## src/pkg/omc_pkg.sv

```systemverilog
// Package with the constants, codes and types of the mode and memory clear controller.
// What this block does
// RL1: Execute mode runs program only while start asserted.
// RL2: Execute mode allows monitoring, refuses memory writes.
// RL3: Observe mode runs I/O, allows forcing and values.
// RL4: Edit mode never executes the program.
// RL5: Power-up with nothing attached enters execute mode.
// RL6: Power-up with console attached adopts switch mode.
// RL7: Power-up with other peripheral enters edit mode.
// RL8: Attaching peripheral while powered keeps current mode.
// RL9: Mode switch changes accepted only after password.
// RL10: Detaching peripheral keeps the current mode.
// RL11: Password prompt at power-on or attach: clear, watch.
// RL12: Accepted password adopts the switch-selected mode.
// RL13: Alternate then 1 toggles key beeper after unlock.
// RL14: Operational errors always sound the beeper.
// RL15: Language switch off English, on Japanese.
// RL16: Default clear erases program and all data areas.
// RL17: Write-protect or EPROM keeps program memory uncleared.
// RL18: Memory clear accepted only in edit mode.
// RL19: Retaining holding words also retains support bits.
// RL20: Counter key retains timer words; display lists areas.
// RL21: Partial program clear starts at given address.
// RL22: Clear key cancels operation and clears display.
// RL23: Mode is a registered three-valued state.
package omc_pkg;

  // Operating modes; the console mode switch uses the same coding.
  typedef enum logic [1:0] {
    MODE_EXECUTE = 2'h0,
    MODE_OBSERVE = 2'h1,
    MODE_EDIT = 2'h2
  } omc_mode_t;

  // Console command state.
  typedef enum logic [2:0] {
    ST_LOCKED = 3'h0,
    ST_PW_CLEAR = 3'h1,
    ST_IDLE = 3'h2,
    ST_SELECT = 3'h3,
    ST_CLEARING = 3'h4
  } omc_state_t;

  // Console key codes; codes 0 to 9 are the digit keys.
  localparam logic [4:0] KEY_CLEAR = 5'h0A;
  localparam logic [4:0] KEY_WATCH = 5'h0B;
  localparam logic [4:0] KEY_ALT = 5'h0C;
  localparam logic [4:0] KEY_RETAIN = 5'h0D;
  localparam logic [4:0] KEY_HOLD = 5'h0E;
  localparam logic [4:0] KEY_COUNTER = 5'h0F;
  localparam logic [4:0] KEY_DATA = 5'h10;
  localparam logic [4:0] KEY_WRITE = 5'h11;
  localparam logic [4:0] KEY_DIGIT_1 = 5'h01;
  localparam logic [4:0] KEY_DIGIT_LIMIT = 5'h0A;

  // Memory areas in clearing order.
  localparam logic [2:0] AREA_PROG = 3'h0;
  localparam logic [2:0] AREA_IO = 3'h1;
  localparam logic [2:0] AREA_HOLD = 3'h2;
  localparam logic [2:0] AREA_SUPPORT = 3'h3;
  localparam logic [2:0] AREA_DATA = 3'h4;
  localparam logic [2:0] AREA_TIMER = 3'h5;
  localparam int AREA_COUNT = 6;

  // Register byte offsets.
  localparam logic [7:0] REG_STATUS = 8'h00;
  localparam logic [7:0] REG_CLR_CFG = 8'h04;
  localparam logic [7:0] REG_CMD = 8'h08;

  // Field positions in the clear configuration and command registers.
  localparam int CFG_KEEP_HOLD = 0;
  localparam int CFG_KEEP_CNT = 1;
  localparam int CFG_KEEP_DATA = 2;
  localparam int CFG_START_LSB = 8;
  localparam int CMD_START = 0;
  localparam int CMD_CANCEL = 1;

  // Field positions in the status register.
  localparam int ST_MODE_LSB = 0;
  localparam int ST_UNLOCKED = 2;
  localparam int ST_RUN = 3;
  localparam int ST_BEEP_EN = 4;
  localparam int ST_BUSY = 5;
  localparam int ST_LANG = 6;
  localparam int ST_PROMPT = 7;
  localparam int ST_LIST_LSB = 8;
  localparam int ST_CONSOLE = 16;

  // Width of the typed start address (five decimal digits).
  localparam int ADDR_ENTRY_W = 17;
  localparam int ADDR_DIGITS = 5;

  // Values after reset and settling counts.
  localparam logic BEEP_EN_RST = 1'b1;
  localparam logic [1:0] PU_SETTLE_CYCLES = 2'h3;

endpackage

```

## src/hw/omc_mode_ctrl.sv

```systemverilog
// Operating mode, password, beeper and memory clear controller.
`timescale 1ns/1ps

module omc_mode_ctrl
  import omc_pkg::*;
#(
  parameter int AW = 16,
  parameter int PROG_WORDS = 32768,
  parameter int AREA_WORDS = 4096
) (
  // Clock and reset.
  input wire logic clk_in,
  input wire logic rst_n_in,
  // Pins from outside the clock domain.
  input wire logic console_attached_in,
  input wire logic other_periph_in,
  input wire logic [1:0] mode_switch_in,
  input wire logic start_in,
  input wire logic write_enable_in,
  input wire logic lang_switch_in,
  input wire logic eprom_unit_in,
  // Console keys and error events from same-clock logic.
  input wire logic key_valid_in,
  input wire logic [4:0] key_code_in,
  input wire logic op_error_in,
  // Register port.
  input wire logic [7:0] reg_addr_in,
  input wire logic [31:0] reg_wdata_in,
  input wire logic reg_wr_in,
  input wire logic reg_rd_in,
  output logic [31:0] reg_rdata_out,
  // Mode and permission outputs.
  output logic [1:0] mode_out,
  output logic run_out,
  output logic write_allow_out,
  output logic force_allow_out,
  output logic pw_prompt_out,
  // Console display and beeper.
  output logic buzzer_indicator_out,
  output logic beep_out,
  output logic lang_jp_out,
  output logic display_clear_out,
  output logic [5:0] clear_list_out,
  // Memory clear write port.
  output logic clear_busy_out,
  output logic clear_we_out,
  output logic [2:0] clear_area_out,
  output logic [AW-1:0] clear_addr_out
);

  // Refuse sizes that the address counter cannot hold.
  if (AW > ADDR_ENTRY_W || PROG_WORDS > (1 << AW) || AREA_WORDS > (1 << AW)
      || PROG_WORDS < 1 || AREA_WORDS < 1) begin : g_bad_size
    $error("omc_mode_ctrl: area sizes do not fit the address width");
  end

  localparam logic [ADDR_ENTRY_W-1:0] PROG_LIMIT = ADDR_ENTRY_W'(PROG_WORDS);
  localparam logic [ADDR_ENTRY_W-1:0] AREA_LIMIT = ADDR_ENTRY_W'(AREA_WORDS);

  // Two-flop synchroniser for all pins; only the second stage is read.
  logic [7:0] pin_meta_q;
  logic [7:0] pin_sync_q;
  always_ff @(posedge clk_in) begin
    if (!rst_n_in) begin
      pin_meta_q <= 8'h00;
      pin_sync_q <= 8'h00;
    end else begin
      pin_meta_q <= {console_attached_in, other_periph_in, mode_switch_in, start_in,
                     write_enable_in, lang_switch_in, eprom_unit_in};
      pin_sync_q <= pin_meta_q;
    end
  end

  logic console_s;
  logic other_s;
  logic [1:0] switch_s;
  logic start_s;
  logic we_s;
  logic lang_s;
  logic eprom_s;
  assign {console_s, other_s, switch_s, start_s, we_s, lang_s, eprom_s} = pin_sync_q;

  // Registered state.
  omc_state_t state_q;
  omc_mode_t mode_q;
  logic [1:0] pu_cnt_q;
  logic pu_done_q;
  logic console_prev_q;
  logic win_q;
  logic alt_pend_q;
  logic beep_en_q;
  logic keep_hold_q;
  logic keep_cnt_q;
  logic keep_data_q;
  logic [ADDR_ENTRY_W-1:0] start_q;
  logic [2:0] digits_q;
  logic [2:0] cl_area_q;
  logic [ADDR_ENTRY_W-1:0] cl_addr_q;

  // Decoded events.
  logic unlocked;
  logic pw_accept;
  logic sw_legal;
  logic sw_change;
  logic pu_fire;
  logic attach_rise;
  logic is_digit;
  logic cmd_wr;
  logic [5:0] list;
  logic [ADDR_ENTRY_W-1:0] limit;
  logic area_end;
  logic clr_last;
  logic [20:0] acc_next;
  logic [AREA_COUNT-1:0] area_onehot;

  assign unlocked = (state_q == ST_IDLE) || (state_q == ST_SELECT) || (state_q == ST_CLEARING);
  assign pw_accept = (state_q == ST_PW_CLEAR) && key_valid_in && (key_code_in == KEY_WATCH);
  assign sw_legal = (switch_s != 2'h3);
  // A console that has only just come back must not move the mode before it relocks.
  assign sw_change = unlocked && console_s && console_prev_q && sw_legal && (switch_s != mode_q);
  assign pu_fire = !pu_done_q && (pu_cnt_q == PU_SETTLE_CYCLES);
  assign attach_rise = pu_done_q && console_s && !console_prev_q;
  assign is_digit = key_code_in < KEY_DIGIT_LIMIT;
  assign cmd_wr = reg_wr_in && (reg_addr_in == REG_CMD);
  assign acc_next = {4'h0, start_q} * 21'd10 + {17'h0_0000, key_code_in[3:0]};

  // Areas to clear: retaining holding words keeps support bits too. see RL16 see RL19 see RL20
  assign list[AREA_PROG] = we_s && !eprom_s; // see RL17
  assign list[AREA_IO] = 1'b1;
  assign list[AREA_HOLD] = !keep_hold_q;
  assign list[AREA_SUPPORT] = !keep_hold_q;
  assign list[AREA_DATA] = !keep_data_q;
  assign list[AREA_TIMER] = !keep_cnt_q;

  // Clear engine step decode.
  assign area_onehot = 6'h01 << cl_area_q;
  assign limit = (cl_area_q == AREA_PROG) ? PROG_LIMIT : AREA_LIMIT;
  assign area_end = ((list & area_onehot) == 6'h00) || (cl_addr_q >= limit - 17'h0_0001);
  assign clr_last = (state_q == ST_CLEARING) && (cl_area_q == AREA_TIMER) && area_end;

  // Power-up: wait for the synchronisers to settle before sampling attachments.
  always_ff @(posedge clk_in) begin
    if (!rst_n_in) begin
      pu_cnt_q <= 2'h0;
      pu_done_q <= 1'b0;
      console_prev_q <= 1'b0;
    end else begin
      if (!pu_done_q) begin
        pu_cnt_q <= pu_cnt_q + 2'h1;
      end
      if (pu_fire) begin
        pu_done_q <= 1'b1;
      end
      console_prev_q <= console_s;
    end
  end

  // Mode register: moves only on power-up, password or accepted switch change. see RL23
  always_ff @(posedge clk_in) begin
    if (!rst_n_in) begin
      mode_q <= MODE_EDIT;
    end else if (pu_fire) begin
      if (console_s) begin
        mode_q <= sw_legal ? omc_mode_t'(switch_s) : MODE_EDIT; // see RL6
      end else if (other_s) begin
        mode_q <= MODE_EDIT; // see RL7
      end else begin
        mode_q <= MODE_EXECUTE; // see RL5
      end
    end else if (pw_accept && console_s && sw_legal && !attach_rise) begin
      mode_q <= omc_mode_t'(switch_s); // see RL12
    end else if (sw_change) begin
      mode_q <= omc_mode_t'(switch_s); // see RL9
    end
  end

  // Console command state, retention choices, start address and beeper setting.
  // Attachment edges only relock the console; mode is left alone. see RL8 see RL10
  always_ff @(posedge clk_in) begin
    if (!rst_n_in) begin
      state_q <= ST_LOCKED; // see RL11
      win_q <= 1'b0;
      alt_pend_q <= 1'b0;
      beep_en_q <= BEEP_EN_RST;
      keep_hold_q <= 1'b0;
      keep_cnt_q <= 1'b0;
      keep_data_q <= 1'b0;
      start_q <= '0;
      digits_q <= 3'h0;
    end else if (attach_rise) begin
      state_q <= ST_LOCKED; // see RL11
      win_q <= 1'b0;
      alt_pend_q <= 1'b0;
    end else begin
      if (sw_change) begin
        win_q <= 1'b1; // see RL13
        alt_pend_q <= 1'b0;
      end
      if (reg_wr_in && (reg_addr_in == REG_CLR_CFG) && state_q != ST_CLEARING) begin
        keep_hold_q <= reg_wdata_in[CFG_KEEP_HOLD];
        keep_cnt_q <= reg_wdata_in[CFG_KEEP_CNT];
        keep_data_q <= reg_wdata_in[CFG_KEEP_DATA];
        start_q <= reg_wdata_in[CFG_START_LSB +: ADDR_ENTRY_W];
      end
      unique case (state_q)
        ST_LOCKED: begin
          if (key_valid_in && key_code_in == KEY_CLEAR) begin
            state_q <= ST_PW_CLEAR; // see RL11
          end
        end
        ST_PW_CLEAR: begin
          if (pw_accept) begin
            state_q <= ST_IDLE;
            win_q <= 1'b1; // see RL13
          end else if (key_valid_in && key_code_in != KEY_CLEAR) begin
            state_q <= ST_LOCKED;
          end
        end
        ST_IDLE: begin
          if (key_valid_in) begin
            win_q <= 1'b0;
            alt_pend_q <= 1'b0;
            if (key_code_in == KEY_ALT && win_q) begin
              win_q <= 1'b1;
              alt_pend_q <= 1'b1;
            end else if (key_code_in == KEY_DIGIT_1 && alt_pend_q) begin
              beep_en_q <= !beep_en_q; // see RL13
            end else if (key_code_in == KEY_RETAIN && mode_q == MODE_EDIT) begin
              state_q <= ST_SELECT;
              keep_hold_q <= 1'b0;
              keep_cnt_q <= 1'b0;
              keep_data_q <= 1'b0;
              start_q <= '0;
              digits_q <= 3'h0;
            end else if (key_code_in == KEY_WRITE && mode_q == MODE_EDIT) begin
              state_q <= ST_CLEARING; // see RL18
            end
          end else if (cmd_wr && reg_wdata_in[CMD_START] && mode_q == MODE_EDIT) begin
            state_q <= ST_CLEARING; // see RL18
          end
        end
        ST_SELECT: begin
          if (mode_q != MODE_EDIT) begin
            state_q <= ST_IDLE;
          end else if (key_valid_in) begin
            if (key_code_in == KEY_HOLD) begin
              keep_hold_q <= 1'b1; // see RL19
            end else if (key_code_in == KEY_COUNTER) begin
              keep_cnt_q <= 1'b1; // see RL20
            end else if (key_code_in == KEY_DATA) begin
              keep_data_q <= 1'b1;
            end else if (is_digit && digits_q < 3'(ADDR_DIGITS)) begin
              start_q <= acc_next[ADDR_ENTRY_W-1:0]; // see RL21
              digits_q <= digits_q + 3'h1;
            end else if (key_code_in == KEY_WRITE) begin
              state_q <= ST_CLEARING;
            end else if (key_code_in == KEY_CLEAR) begin
              // Each press backs out one level, so two may be needed. see RL22
              if (digits_q != 3'h0) begin
                start_q <= '0;
                digits_q <= 3'h0;
              end else begin
                state_q <= ST_IDLE;
              end
            end
          end
        end
        ST_CLEARING: begin
          // Leaving edit mode or a cancel stops the clear at once. see RL18 see RL22
          if (mode_q != MODE_EDIT || clr_last || (cmd_wr && reg_wdata_in[CMD_CANCEL])
              || (key_valid_in && key_code_in == KEY_CLEAR)) begin
            state_q <= ST_IDLE;
          end
        end
      endcase
    end
  end

  // Clear engine walks each listed area; program area starts at the typed address.
  always_ff @(posedge clk_in) begin
    if (!rst_n_in) begin
      cl_area_q <= AREA_PROG;
      cl_addr_q <= '0;
    end else if (state_q != ST_CLEARING) begin
      cl_area_q <= AREA_PROG;
      cl_addr_q <= start_q; // see RL21
    end else if (area_end) begin
      if (cl_area_q != AREA_TIMER) begin
        cl_area_q <= cl_area_q + 3'h1;
      end
      cl_addr_q <= '0;
    end else begin
      cl_addr_q <= cl_addr_q + 17'h0_0001;
    end
  end

  // Clear write port; a start address past the end writes nothing.
  always_ff @(posedge clk_in) begin
    if (!rst_n_in) begin
      clear_we_out <= 1'b0;
      clear_area_out <= AREA_PROG;
      clear_addr_out <= '0;
      clear_busy_out <= 1'b0;
      clear_list_out <= 6'h3F;
    end else begin
      clear_we_out <= (state_q == ST_CLEARING) && (mode_q == MODE_EDIT)
                      && ((list & area_onehot) != 6'h00) && (cl_addr_q < limit);
      clear_area_out <= cl_area_q;
      clear_addr_out <= cl_addr_q[AW-1:0];
      clear_busy_out <= (state_q == ST_CLEARING);
      clear_list_out <= list; // see RL20
    end
  end

  // Mode-driven permissions; run also waits for power-up to finish.
  always_ff @(posedge clk_in) begin
    if (!rst_n_in) begin
      mode_out <= MODE_EDIT;
      run_out <= 1'b0;
      write_allow_out <= 1'b0;
      force_allow_out <= 1'b0;
      pw_prompt_out <= 1'b0;
    end else begin
      mode_out <= mode_q;
      run_out <= pu_done_q && (mode_q != MODE_EDIT) && start_s; // see RL1 see RL4
      write_allow_out <= unlocked && (mode_q != MODE_EXECUTE); // see RL2
      force_allow_out <= unlocked && (mode_q == MODE_OBSERVE); // see RL3
      pw_prompt_out <= pu_done_q && !unlocked; // see RL11
    end
  end

  // Beeper, language and display; errors beep whatever the key setting. see RL14
  always_ff @(posedge clk_in) begin
    if (!rst_n_in) begin
      beep_out <= 1'b0;
      buzzer_indicator_out <= BEEP_EN_RST;
      lang_jp_out <= 1'b0;
      display_clear_out <= 1'b0;
    end else begin
      beep_out <= op_error_in || (key_valid_in && beep_en_q);
      buzzer_indicator_out <= beep_en_q; // see RL13
      lang_jp_out <= lang_s; // see RL15
      display_clear_out <= key_valid_in && (key_code_in == KEY_CLEAR); // see RL22
    end
  end

  // Register reads answer one cycle after the strobe; unmapped reads give zero.
  always_ff @(posedge clk_in) begin
    if (!rst_n_in) begin
      reg_rdata_out <= 32'h0000_0000;
    end else if (reg_rd_in) begin
      reg_rdata_out <= 32'h0000_0000;
      if (reg_addr_in == REG_STATUS) begin
        reg_rdata_out[ST_MODE_LSB +: 2] <= mode_q;
        reg_rdata_out[ST_UNLOCKED] <= unlocked;
        reg_rdata_out[ST_RUN] <= run_out;
        reg_rdata_out[ST_BEEP_EN] <= beep_en_q;
        reg_rdata_out[ST_BUSY] <= (state_q == ST_CLEARING);
        reg_rdata_out[ST_LANG] <= lang_s;
        reg_rdata_out[ST_PROMPT] <= pu_done_q && !unlocked;
        reg_rdata_out[ST_LIST_LSB +: 6] <= list;
        reg_rdata_out[ST_CONSOLE] <= console_s;
      end else if (reg_addr_in == REG_CLR_CFG) begin
        reg_rdata_out[CFG_KEEP_HOLD] <= keep_hold_q;
        reg_rdata_out[CFG_KEEP_CNT] <= keep_cnt_q;
        reg_rdata_out[CFG_KEEP_DATA] <= keep_data_q;
        reg_rdata_out[CFG_START_LSB +: ADDR_ENTRY_W] <= start_q;
      end
    end
  end
endmodule

```

## config.mk

```make
export PLATFORM = sky130hd
export DESIGN_NAME = omc_mode_ctrl
export DESIGN_NICKNAME = d
export VERILOG_FILES = /design/src/pkg/omc_pkg.sv /design/src/hw/omc_mode_ctrl.sv
export SDC_FILE = /design/constraint.sdc
export NUM_CORES = 1
export LEC_CHECK = 0
export BUFFER_PORTS_ARGS = -buffer_cell sky130_fd_sc_hd__buf_2
export CORE_UTILIZATION = 60
export DETAILED_ROUTE_END_ITERATION = 7
export PLACE_DENSITY = 0.85
export SYNTH_ARGS = -nofsm -noshare
export SYNTH_HDL_FRONTEND = slang
export SYNTH_SLANG_ARGS = --single-unit
```

## constraint.sdc

```tcl
create_clock -name clk_in -period 8.4 [get_ports clk_in]
set_clock_uncertainty 0.2 [all_clocks]
set_input_delay 1.26 -clock clk_in [delete_from_list [all_inputs] [get_ports clk_in]]
set_output_delay 1.26 -clock clk_in [all_outputs]
set_load 0.02 [all_outputs]
```

== Word level (Yosys, flattened, before mapping) ==
Index checks and enable logic that the tools add are counted.
Word-level totals
  register bits: 133
  word-level logic and storage cells: 272
  output and inout port bits: 69
  bits of input ports: 59
Cells by class
  equality and inequality tests: 51
  bitwise operators: 4
  multiplexer cells: 104
  reductions and logical operators: 68
  shift operators: 1
  $mul: 1
  add/subtract/negate cells: 6
  magnitude comparators: 4
Operator list (number)
  17-bit 2-to-1 mux: 17
  3-bit 2-to-1 mux: 34
  1-bit logical AND: 37
  1-bit 2-to-1 mux: 35
  17-bit one-hot mux with 2 select lines: 1
  5-bit by 4-bit == test with 1-bit output, second input constant: 6
  14-bit AND reduction: 2
  3-bit inequality test, second input constant: 9
  2-bit inequality test, second input constant: 12
  17-bit by 1-bit adder with 17-bit output, second input constant: 1
  17-bit by 4-bit adder with 17-bit output: 1
  17-bit greater-or-equal comparator: 1
  17-bit by 16-bit less-than comparator with 1-bit output: 1
  17-bit by 3-bit multiplier with 16-bit output, second input constant: 1
  16-bit by 1-bit subtractor with 17-bit output, second input constant: 1
  16-bit 2-to-1 mux: 1
  3-bit one-hot mux with 5 select lines: 1
  2-bit 2-to-1 mux: 7
  5-bit == test, second input constant: 2
  1-bit zero test: 9
  3-bit by 2-bit inequality test with 1-bit output, second input constant: 3
  8-bit by 3-bit == test with 1-bit output, second input constant: 1
  8-bit by 4-bit == test with 1-bit output, second input constant: 1
  8-bit zero test: 1
  other kinds (34): 54

== Depth between registers and ports, before layout ==
Gate-level depths: netlist of run 1.
  depth after elaboration: 14
  depth in mapped cells: 11
  mapped depth without buffers: 11

== Worst setup path after synthesis of run 1 ==
No wires, ideal clock.
  kind: reg2reg
  start: reg start_q[1]
  end: reg start_q[14]
  path buffers: 0
  stages on the path, launching flop included: 11
  path slack: 4.677 ns
  data arrival time: 3.457 ns
  clock period less this slack: 3.723 ns
  library setup time: 0.066 ns
  required time: 8.134 ns
  cells stage by stage: dfxtp_1 ha_1 ha_1 fa_1 a21o_1 or4_1 and3_4 or4_4 or3_1 a211o_1 a21oi_2
On the way
  word-level cells in the longest chain between the ends: 9
Ends and longest elaborated chain
  start: declaration: line omc_mode_ctrl.sv:95  | logic [ADDR_ENTRY_W-1:0] start_q;
  start signal: assignment: line omc_mode_ctrl.sv:203  | start_q <= reg_wdata_in[CFG_START_LSB +: ADDR_ENTRY_W];
  start signal: assignment: line omc_mode_ctrl.sv:253  | start_q <= acc_next[ADDR_ENTRY_W-1:0];
  17-bit by 3-bit multiplier with 16-bit output: line omc_mode_ctrl.sv:125  | assign acc_next = {4'h0, start_q} * 21'd10 + {17'h0_0000, key_code_in[3:0]};
  17-bit by 4-bit adder with 17-bit output: line omc_mode_ctrl.sv:125
  17-bit 2-to-1 mux: line omc_mode_ctrl.sv:252  | end else if (is_digit && digits_q < 3'(ADDR_DIGITS)) begin
  17-bit 2-to-1 mux: line omc_mode_ctrl.sv:250  | end else if (key_code_in == KEY_DATA) begin
  17-bit 2-to-1 mux: line omc_mode_ctrl.sv:248  | end else if (key_code_in == KEY_COUNTER) begin
  17-bit 2-to-1 mux: line omc_mode_ctrl.sv:246  | if (key_code_in == KEY_HOLD) begin
  17-bit 2-to-1 mux: line omc_mode_ctrl.sv:245  | end else if (key_valid_in) begin
  17-bit 2-to-1 mux: line omc_mode_ctrl.sv:243  | if (mode_q != MODE_EDIT) begin
  17-bit one-hot mux with 2 select lines: line omc_mode_ctrl.sv:205  | unique case (state_q)
Every way passes these cells.
A chain may end at the register's enable or synchronous reset.

== Worst setup path after layout of run 1 ==
  start: in reg_addr_in[1]
  end: reg start_q[11]
On the way
  word-level cells in the longest chain between the ends: 14
  elaborated cells between the ends (all ways): 18
  those cells by class: 1 x eq/ne; 15 x mux; 2 x reduce/logical
Ends and longest elaborated chain
  start: declaration: line omc_mode_ctrl.sv:27  | input wire logic [7:0] reg_addr_in,
  8-bit by 3-bit == test with 1-bit output *: line omc_mode_ctrl.sv:199  | if (reg_wr_in && (reg_addr_in == REG_CLR_CFG) && state_q != ST_CLEARING) begin
  1-bit logical AND * (2 in a row): line omc_mode_ctrl.sv:199
  17-bit 2-to-1 mux *: line omc_mode_ctrl.sv:199
  17-bit 2-to-1 mux: line omc_mode_ctrl.sv:259  | if (digits_q != 3'h0) begin
  17-bit 2-to-1 mux: line omc_mode_ctrl.sv:257  | end else if (key_code_in == KEY_CLEAR) begin
  17-bit 2-to-1 mux: line omc_mode_ctrl.sv:255  | end else if (key_code_in == KEY_WRITE) begin
  17-bit 2-to-1 mux: line omc_mode_ctrl.sv:252
  17-bit 2-to-1 mux: line omc_mode_ctrl.sv:250
  17-bit 2-to-1 mux: line omc_mode_ctrl.sv:248
  17-bit 2-to-1 mux: line omc_mode_ctrl.sv:246
  17-bit 2-to-1 mux: line omc_mode_ctrl.sv:245
  17-bit 2-to-1 mux: line omc_mode_ctrl.sv:243
  17-bit one-hot mux with 2 select lines *: line omc_mode_ctrl.sv:205
Mark *: on every way between the ends. The rest lies on a longest branch, timed or not.

==> metrics.yaml, run 1 <==
job:
  maxCapViolCount: 0
grt:
  grt_max_degree: 105
  grt-ovfl-total: 0
  grt_pass1_wl_um: 28190
  grt_pass1_vias: 5903
  gr-usage-all-layers: 0.3075
  antenna_found_initial: 0
clock_tree:
  post_cts_resized: 0
  clock-root-buffer: "clkbuf_16"
  clk_pin_slew_ps: 50
  cts_buffer_depth: 2
  htreeDepth: 4
  hold_buffers: 0
  tritoncts: "yes"
  clk_latency_ps: 420
  clkSinkCount: 131
  cts_setup_buffers: 0
  cts_made_buffers: 17
layout:
  drive_above_1_share: 0.1683
  diodes: 0
  final_nets: 988
  area_growth_pct: 16.16
route:
  vias: 6234
  wl_met2_um: 7679
  drtAntennaViolNets: 0
  via_per_inst: 6.012
  highest_layer: "met4"
  post-route-drc-count: 0
  wl_met3_um: 1333
  drt_iter0_markers: 548
  wl_um: 17290
  wl_per_cell_um: 16.67
  met1_length_um: 7839
  dr.pass1.iters: 5
synth:
  netlist_top_cells_area: "dfxtp_1 38%, ha_1 7.6%, nand2_1 4.8%"
  synth_top_area_cell: "dfxtp_1"
  synthesis.area_um2: 6897
  postSynthAreaPerCell_um2: 8.653
  async_reset_ff_frac: 0
  synth_top_family_by_area: "simple AND/OR/NAND/NOR gates"
  synth-main-ff-cell: "dfxtp_1"
  synthXorXnorAreaFrac: 0.05207
  synth_edf_count: 0
  synth-adder-area-share: 0.08200
  synth_compound_area_frac: 0.1796
  synth-seq-cells: 131
  ys_seq_area_frac: 0.3803
  syn_inst: 797
  yosys.area_share.simple: 0.2397
  synth.distinct_cells: 71
  synth_top_area_frac: 0.3803
  synthMuxAreaShare: 0.01778
  yosysWarnings: 0
timing:
  finalSetupViolCount: 0
  post-route-min-period_ps: 4240
  finalHoldViolCount: 0
  finalHoldWorstSlack_ps: 234.4
  max_freq_mhz: 235.8
  timing.final.crit_share: 0.5048
  slew_violations: 0
  tightest_slew_ps: 1056
  tns_ps: 0
  rsz0062_at_grt: "false"
  slew_headroom: 0.2905
setup_path:
  reg2reg_slack_ps: 4310
  path_max_fanout: 17
  r2r_start: "start_q[1]"
  crit_arrival_ps: 4320
  crit_top_cell: "o21ai_0"
  max_stage_delay_ps: 780
  reg2reg_depth: 11
  rr_endpoint: "start_q[14]"
  path_cells: "buf_2, or4_1, nor4_4, and3_1, o21ai_0, and2_1, nand2_1, o21ai_0"
  slowest_stage: "nor4_4"
  required_ps: 8480
  cp-end-kind: "flop"
  start_kind: "input port"
  path_class: "in -> reg"
power_and_ir_drop:
  power_leakage_uw: 0.003492
  power.density_nw_per_um2: 184.0
  peakVddDrop_mv: 0.1504
floorplan:
  core-area_um2: 11030
  die_h_um: 109.2
  die_w_um: 109.2
  dieArea_um2: 11930
  rows: 38
  initial_core_util: 0.6252
  io-pin-count: 128
place:
  dp_hpwl_um: 12350
  port-buffer-count: 107
  place_congestion: 0.8710
min_path:
  holdPathEnd: "pin_sync_q[5]"
  hp-start: "pin_meta_q[5]"
  hp-class: "reg -> reg"
  worstHoldPathCells: 1
run_status:
  status: "complete, no violations"
cell families (layout without fill, tap and decap cells):
family | count (synthesis) | after routing
other cells | 2 | 8
buf+inv | 71 | 165
xor+xnor | 41 | 41
compound gates | 180 | 180
mux | 12 | 12
fa+ha+maj | 44 | 44
flops | 131 | 131
simple gates | 316 | 316
cell usage after synthesis, types with 4 or more instances:
cell        n
a211oi_1    6
a21boi_0   17
a21o_1      7
a21oi_1    30
a222oi_1    5
a22oi_1     9
a31o_2      4
a31oi_1     5
and2_1     49
and3_1     13
buf_4      10
clkbuf_1   31
dfxtp_1   131
ha_1       42
inv_1      26
mux2i_1    10
nand2_1    89
nand2b_1   10
nand3_1    33
nand3b_1    7
nand4_1    10
nor2_1     47
nor2b_1    18
nor3_1     13
o211a_1     7
o211ai_1   10
o21ai_0    48
or3_1       4
or4_1       4
xnor2_1    25
xor2_1     16
worst max path at each step:
stage,to,slack (ps),from
3_5_place_dp,start_q[10],3820,reg_addr_in[1]
2_1_floorplan,start_q[14],4680,start_q[1]
3_3_place_gp,start_q[5],3850,reg_addr_in[1]
5_1_grt,start_q[10],3960,reg_addr_in[1]
6_report,start_q[11],4160,reg_addr_in[1]
4_1_cts,start_q[10],4230,reg_addr_in[1]
per-stage QoR:
stage,area (µm²),utilization,total power (µW),instances,setup slack (ps)
5_1_grt,8011,0.7263,1516,1037,3957
6_report,8011,0.7263,1474,1037,4160
3_5_place_dp,7407,0.6715,732.6,1006,3817
2_1_floorplan,6919,-,705.0,803,4677
3_3_place_gp,7407,0.6715,730.9,1006,3846
4_1_cts,8011,0.7263,1480,1037,4231
flip-flops by register name, summed over array words and instances (netlist names), 2 cells and up:
name	flops
digits_q	3
reg_rdata_out	25
mode_out	2
pu_cnt_q	2
state_q	3
start_q	17
clear_area_out	3
clear_addr_out	16
cl_addr_q	17
cl_area_q	3
mode_q	2
pin_sync_q	8
pin_meta_q	8
clear_list_out	4
where the power goes:
| group | internal, µW | switching [µW] | total (µW) |
|---|---|---|---|
| clock | 488 | 264 | 752 |
| sequential | 632 | 8.74 | 641 |
| combinational | 30.4 | 50.3 | 80.6 |
| total | 1150 | 323 | 1470 |
cells in the final DEF (no fill, tap or decap), types with 4 or more instances in the layout:
cell type and instances:
a31o_2 4, buf_2 107, xnor2_1 25, a21oi_1 30
nand4_1 10, a222oi_1 5, a211oi_1 6, o21ai_0 48
nor3_1 13, nand2_1 89, nand2b_1 10, o211ai_1 10
and3_1 13, inv_1 26, a31oi_1 5, o211a_1 7
a22oi_1 9, nand3_1 33, nand3b_1 7, or3_1 4
a21o_1 7, nor2_1 47, nor2b_1 18, mux2i_1 10
or4_1 4, a21boi_0 17, clkbuf_16 17, dfxtp_1 131
and2_1 49, ha_1 42, conb_1 8, xor2_1 16
final cells by class:
type	count	area (µm²)
multi-input cells	601	3969
fillers	840	3019
flip-flops and latches	131	2623
clock buffers	23	478.0
inverters	26	97.59
clock inverters	8	126.4
well taps	140	175.2
repair buffers	108	543.0
per-layer routing:
layer | up-vias | GRT usage
met3 | 43 | 0.06874
li1 | 2990 | -
met2 | 292 | 0.4686
met1 | 2909 | 0.4136
met4 | 0 | 0.1400
met5 | - | 0
worst max-delay path, delay by kind of cell:
family | cells | cell delay (ps)
compound gates | 2 | 450
simple gates | 5 | 2510
buf+inv | 1 | 90
Power figures use the tool's default switching activity.
==> inputs of run 2 (changes only) <==
--- a/config.mk
+++ b/config.mk
@@ -6,9 +6,9 @@
 export NUM_CORES = 1
 export LEC_CHECK = 0
 export BUFFER_PORTS_ARGS = -buffer_cell sky130_fd_sc_hd__buf_2
-export CORE_UTILIZATION = 60
+export CORE_UTILIZATION = 51
 export DETAILED_ROUTE_END_ITERATION = 7
-export PLACE_DENSITY = 0.85
+export PLACE_DENSITY = 0.77
 export SYNTH_ARGS = -nofsm -noshare
 export SYNTH_HDL_FRONTEND = slang
 export SYNTH_SLANG_ARGS = --single-unit
==> constraint.sdc (replaced) <==
create_clock -name clk_in -period 3.4 [get_ports clk_in]
set_clock_uncertainty 0.2 [all_clocks]
set_input_delay 0.51 -clock clk_in [delete_from_list [all_inputs] [get_ports clk_in]]
set_output_delay 0.51 -clock clk_in [all_outputs]
set_load 0.02 [all_outputs]
==> run 2 against run 1 <==
Against the previous run: the run now ends with setup timing left; utilization decreased by 7.6 points; sequential share of layout area decreased by 2.0 points; clock power increased by 140%; die area increased by 17%; hold slack got worse by 140 ps; global-route usage decreased by 3.6 points; first-iteration DRC count increased by 19%; combinational power increased to 2.6 times the previous value; cell area increased by 7.1%; sequential cell count unchanged; largest power group unchanged.
==> metrics.yaml, run 2 (synthesis gave the netlist of run 1 again) <==
route:
  wl_um: 18730  # +8.4%
  dr.pass1.iters: 6  # +1
  vias: 6344  # +1.8%
  drt_iter0_markers: 652  # +19%
  drtAntennaViolNets: 0  # unchanged
  via_per_inst: 5.679  # -5.5%
  wl_per_cell_um: 16.77  # +0.62%
  post-route-drc-count: 0  # unchanged
place:
  port-buffer-count: 107  # unchanged
  dp_hpwl_um: 13310  # +7.8%
  dp_cells: 1082  # +7.6%
  place_congestion: 0.9456  # +8.6%
  postPlaceCellArea_um2: 7785  # +5.1%
setup_path:
  cp-end-kind: "flop"
  crit_arrival_ps: 3740  # -580 ps
  worst-path-buf-inv: 0  # -1
  path_cells: "ha_4, ha_4, fa_2, a21o_4, or4_4, and3_4, or4_4, or3_1, a211o_1, a21oi_2"
  path_class: "reg -> reg"
  path_max_fanout: 4  # -13
  reg2reg_slack_ps: -180  # -4490 ps
  max_stage_delay_ps: 550  # -230 ps
  cp_top_family: "simple AND/OR/NAND/NOR gates"
  required_ps: 3560  # -4920 ps
  slowest_stage: "or4_4"
  start_kind: "flop"
layout:
  fin_area_um2: 8583  # +7.1%
  final_cell_mix: "127 x dfxtp_1, 107 x buf_2, 89 x nand2_1"
  largest_reg_flops: 25  # unchanged
  multi_input_area_um2: 4172  # +5.1%
  register_area_um2: 2635  # +0.48%
  final_cells: 1117  # +7.7%
  layout_commonest_cell: "dfxtp_1"
  area_growth_pct: 24.46
  largest-register: "reg_rdata_out"
  final_nets: 1031  # +4.4%
  utilization: 0.6507  # -0.07556
  reg_top3: "reg_rdata_out x25, cl_addr_q x17, start_q x17"
  fillers: 1081  # +29%
  drive_above_1_share: 0.2319  # +0.06358
clock_tree:
  htreeDepth: 4  # unchanged
  cts_made_buffers: 17  # unchanged
  clock-root-buffer: "clkbuf_16"
  tritoncts: "yes"
  cts_buffer_depth: 2  # unchanged
  clk_pin_slew_ps: 60  # about the same
  clkSinkCount: 131  # unchanged
  clk_latency_ps: 430  # about the same
floorplan:
  rows: 42  # +11%
  dieArea_um2: 13990  # +17%
  die_w_um: 118.3  # +8.3%
  initial_core_util: 0.5229  # -0.1024
  io-pin-count: 128  # unchanged
  core-area_um2: 13190  # +20%
  die_h_um: 118.3  # +8.3%
run_status:
  violations: "setup timing"
  status: "complete, but fails checks"
grt:
  grt-ovfl-total: 0  # unchanged
  antenna_found_initial: 1  # +1
  grt_pass1_wl_um: 29730  # +5.5%
  grt_max_degree: 45  # -57%
  grt_pass1_vias: 5856  # -0.80%
  gr-usage-all-layers: 0.2718  # -0.03573
power_and_ir_drop:
  power.total_uw: 3583  # +140%
  p_seq_frac: 0.441  # +0.006
  pwr-share-comb: 0.059  # +0.004
  power.internal_uw: 2771  # +140%
  p_sw_frac: 0.2265  # +0.007163
  power_leakage_uw: 0.003722  # +6.6%
  peakVddDrop_mv: 0.2859  # +90%
  power.density_nw_per_um2: 417.4  # +130%
  clock_power_share: 0.500  # -0.010
  p_switching_uw: 811.6  # +150%
timing:
  fin_ws_ps: -176.3  # -4336 ps
  finalSetupViolCount: 3  # +3
  max_freq_mhz: 279.6
  finalHoldViolCount: 0  # unchanged
  tightest_slew_ps: 647.0  # -409.1 ps
  slew_violations: 0  # unchanged
  rsz0062_at_grt: "true"
  slew_headroom: 0.5641  # +0.2736
  timing.final.crit_share: 1.052
  finalHoldWorstSlack_ps: 93.18  # -141.2 ps
  post-route-min-period_ps: 3576
job:
  maxCapViolCount: 0  # unchanged
min_path:
  hp-class: "in -> reg"
run 2: cell count changes in the layout (fill, tap and decap cells not counted), moves of 3 or more:
cell / change
buf_6: +3
ha_1: -10
dfxtp_4: +3
dfxtp_1: -4
buf_4: +40
ha_4: +9
run 2: final cells by class:
| cell class | count | share of cell area |
|---|---|---|
| multi-input cells | 601 | 0.4860 |
| flip-flops and latches | 131 | 0.3070 |
| repair buffers | 151 | 0.1022 |
| clock buffers | 22 | 0.05525 |
| well taps | 176 | 0.02566 |
| clock inverters | 9 | 0.01224 |
| inverters | 26 | 0.01137 |
| diodes | 1 | 0.0002915 |
run 2: path summary, 6_finish.rpt:
check,from,endpoint,cells past startpoint
hold / removal,mode_switch_in[0],pin_meta_q[4],2
hold reg to reg,pin_meta_q[2],pin_sync_q[2],1
setup / recovery,start_q[3],start_q[14],10
setup reg to reg,start_q[3],start_q[14],10
run 2: metal layers:
layer	up-vias	share of wire	track usage
li1	3073	-	-
met1	2974	0.46	0.3705
met2	255	0.44	0.4103
met3	42	0.076	0.05792
met4	0	0.032	0.1242
met5	-	0	0
run 2: metrics by stage:
step	setup slack, ps	setup TNS [ps]
2_1_floorplan	-134.3	-134.3
6_report	-176.3	-329.3
3_3_place_gp	-117.7	-325.4
5_1_grt	-380.9	-1826
4_1_cts	-126.9	-133.4
3_5_place_dp	-163.6	-440.8
run 2: power groups by stage:
stage          clock network [µW]  registers, µW  logic, µW
3_5_place_dp                    0           1610        207
2_1_floorplan                   0           1610        129
3_3_place_gp                    0           1610        204
6_report                     1790           1580        212
5_1_grt                      1880           1580        233
4_1_cts                      1800           1580        210
run 2: repair_timing:
action,CTS,global route
setup endpoints to repair,4,6
hold endpoints to repair,0,0
setup buffers,3,0
hold buffers,0,0
pin swaps,9,11
resized for setup,17,12
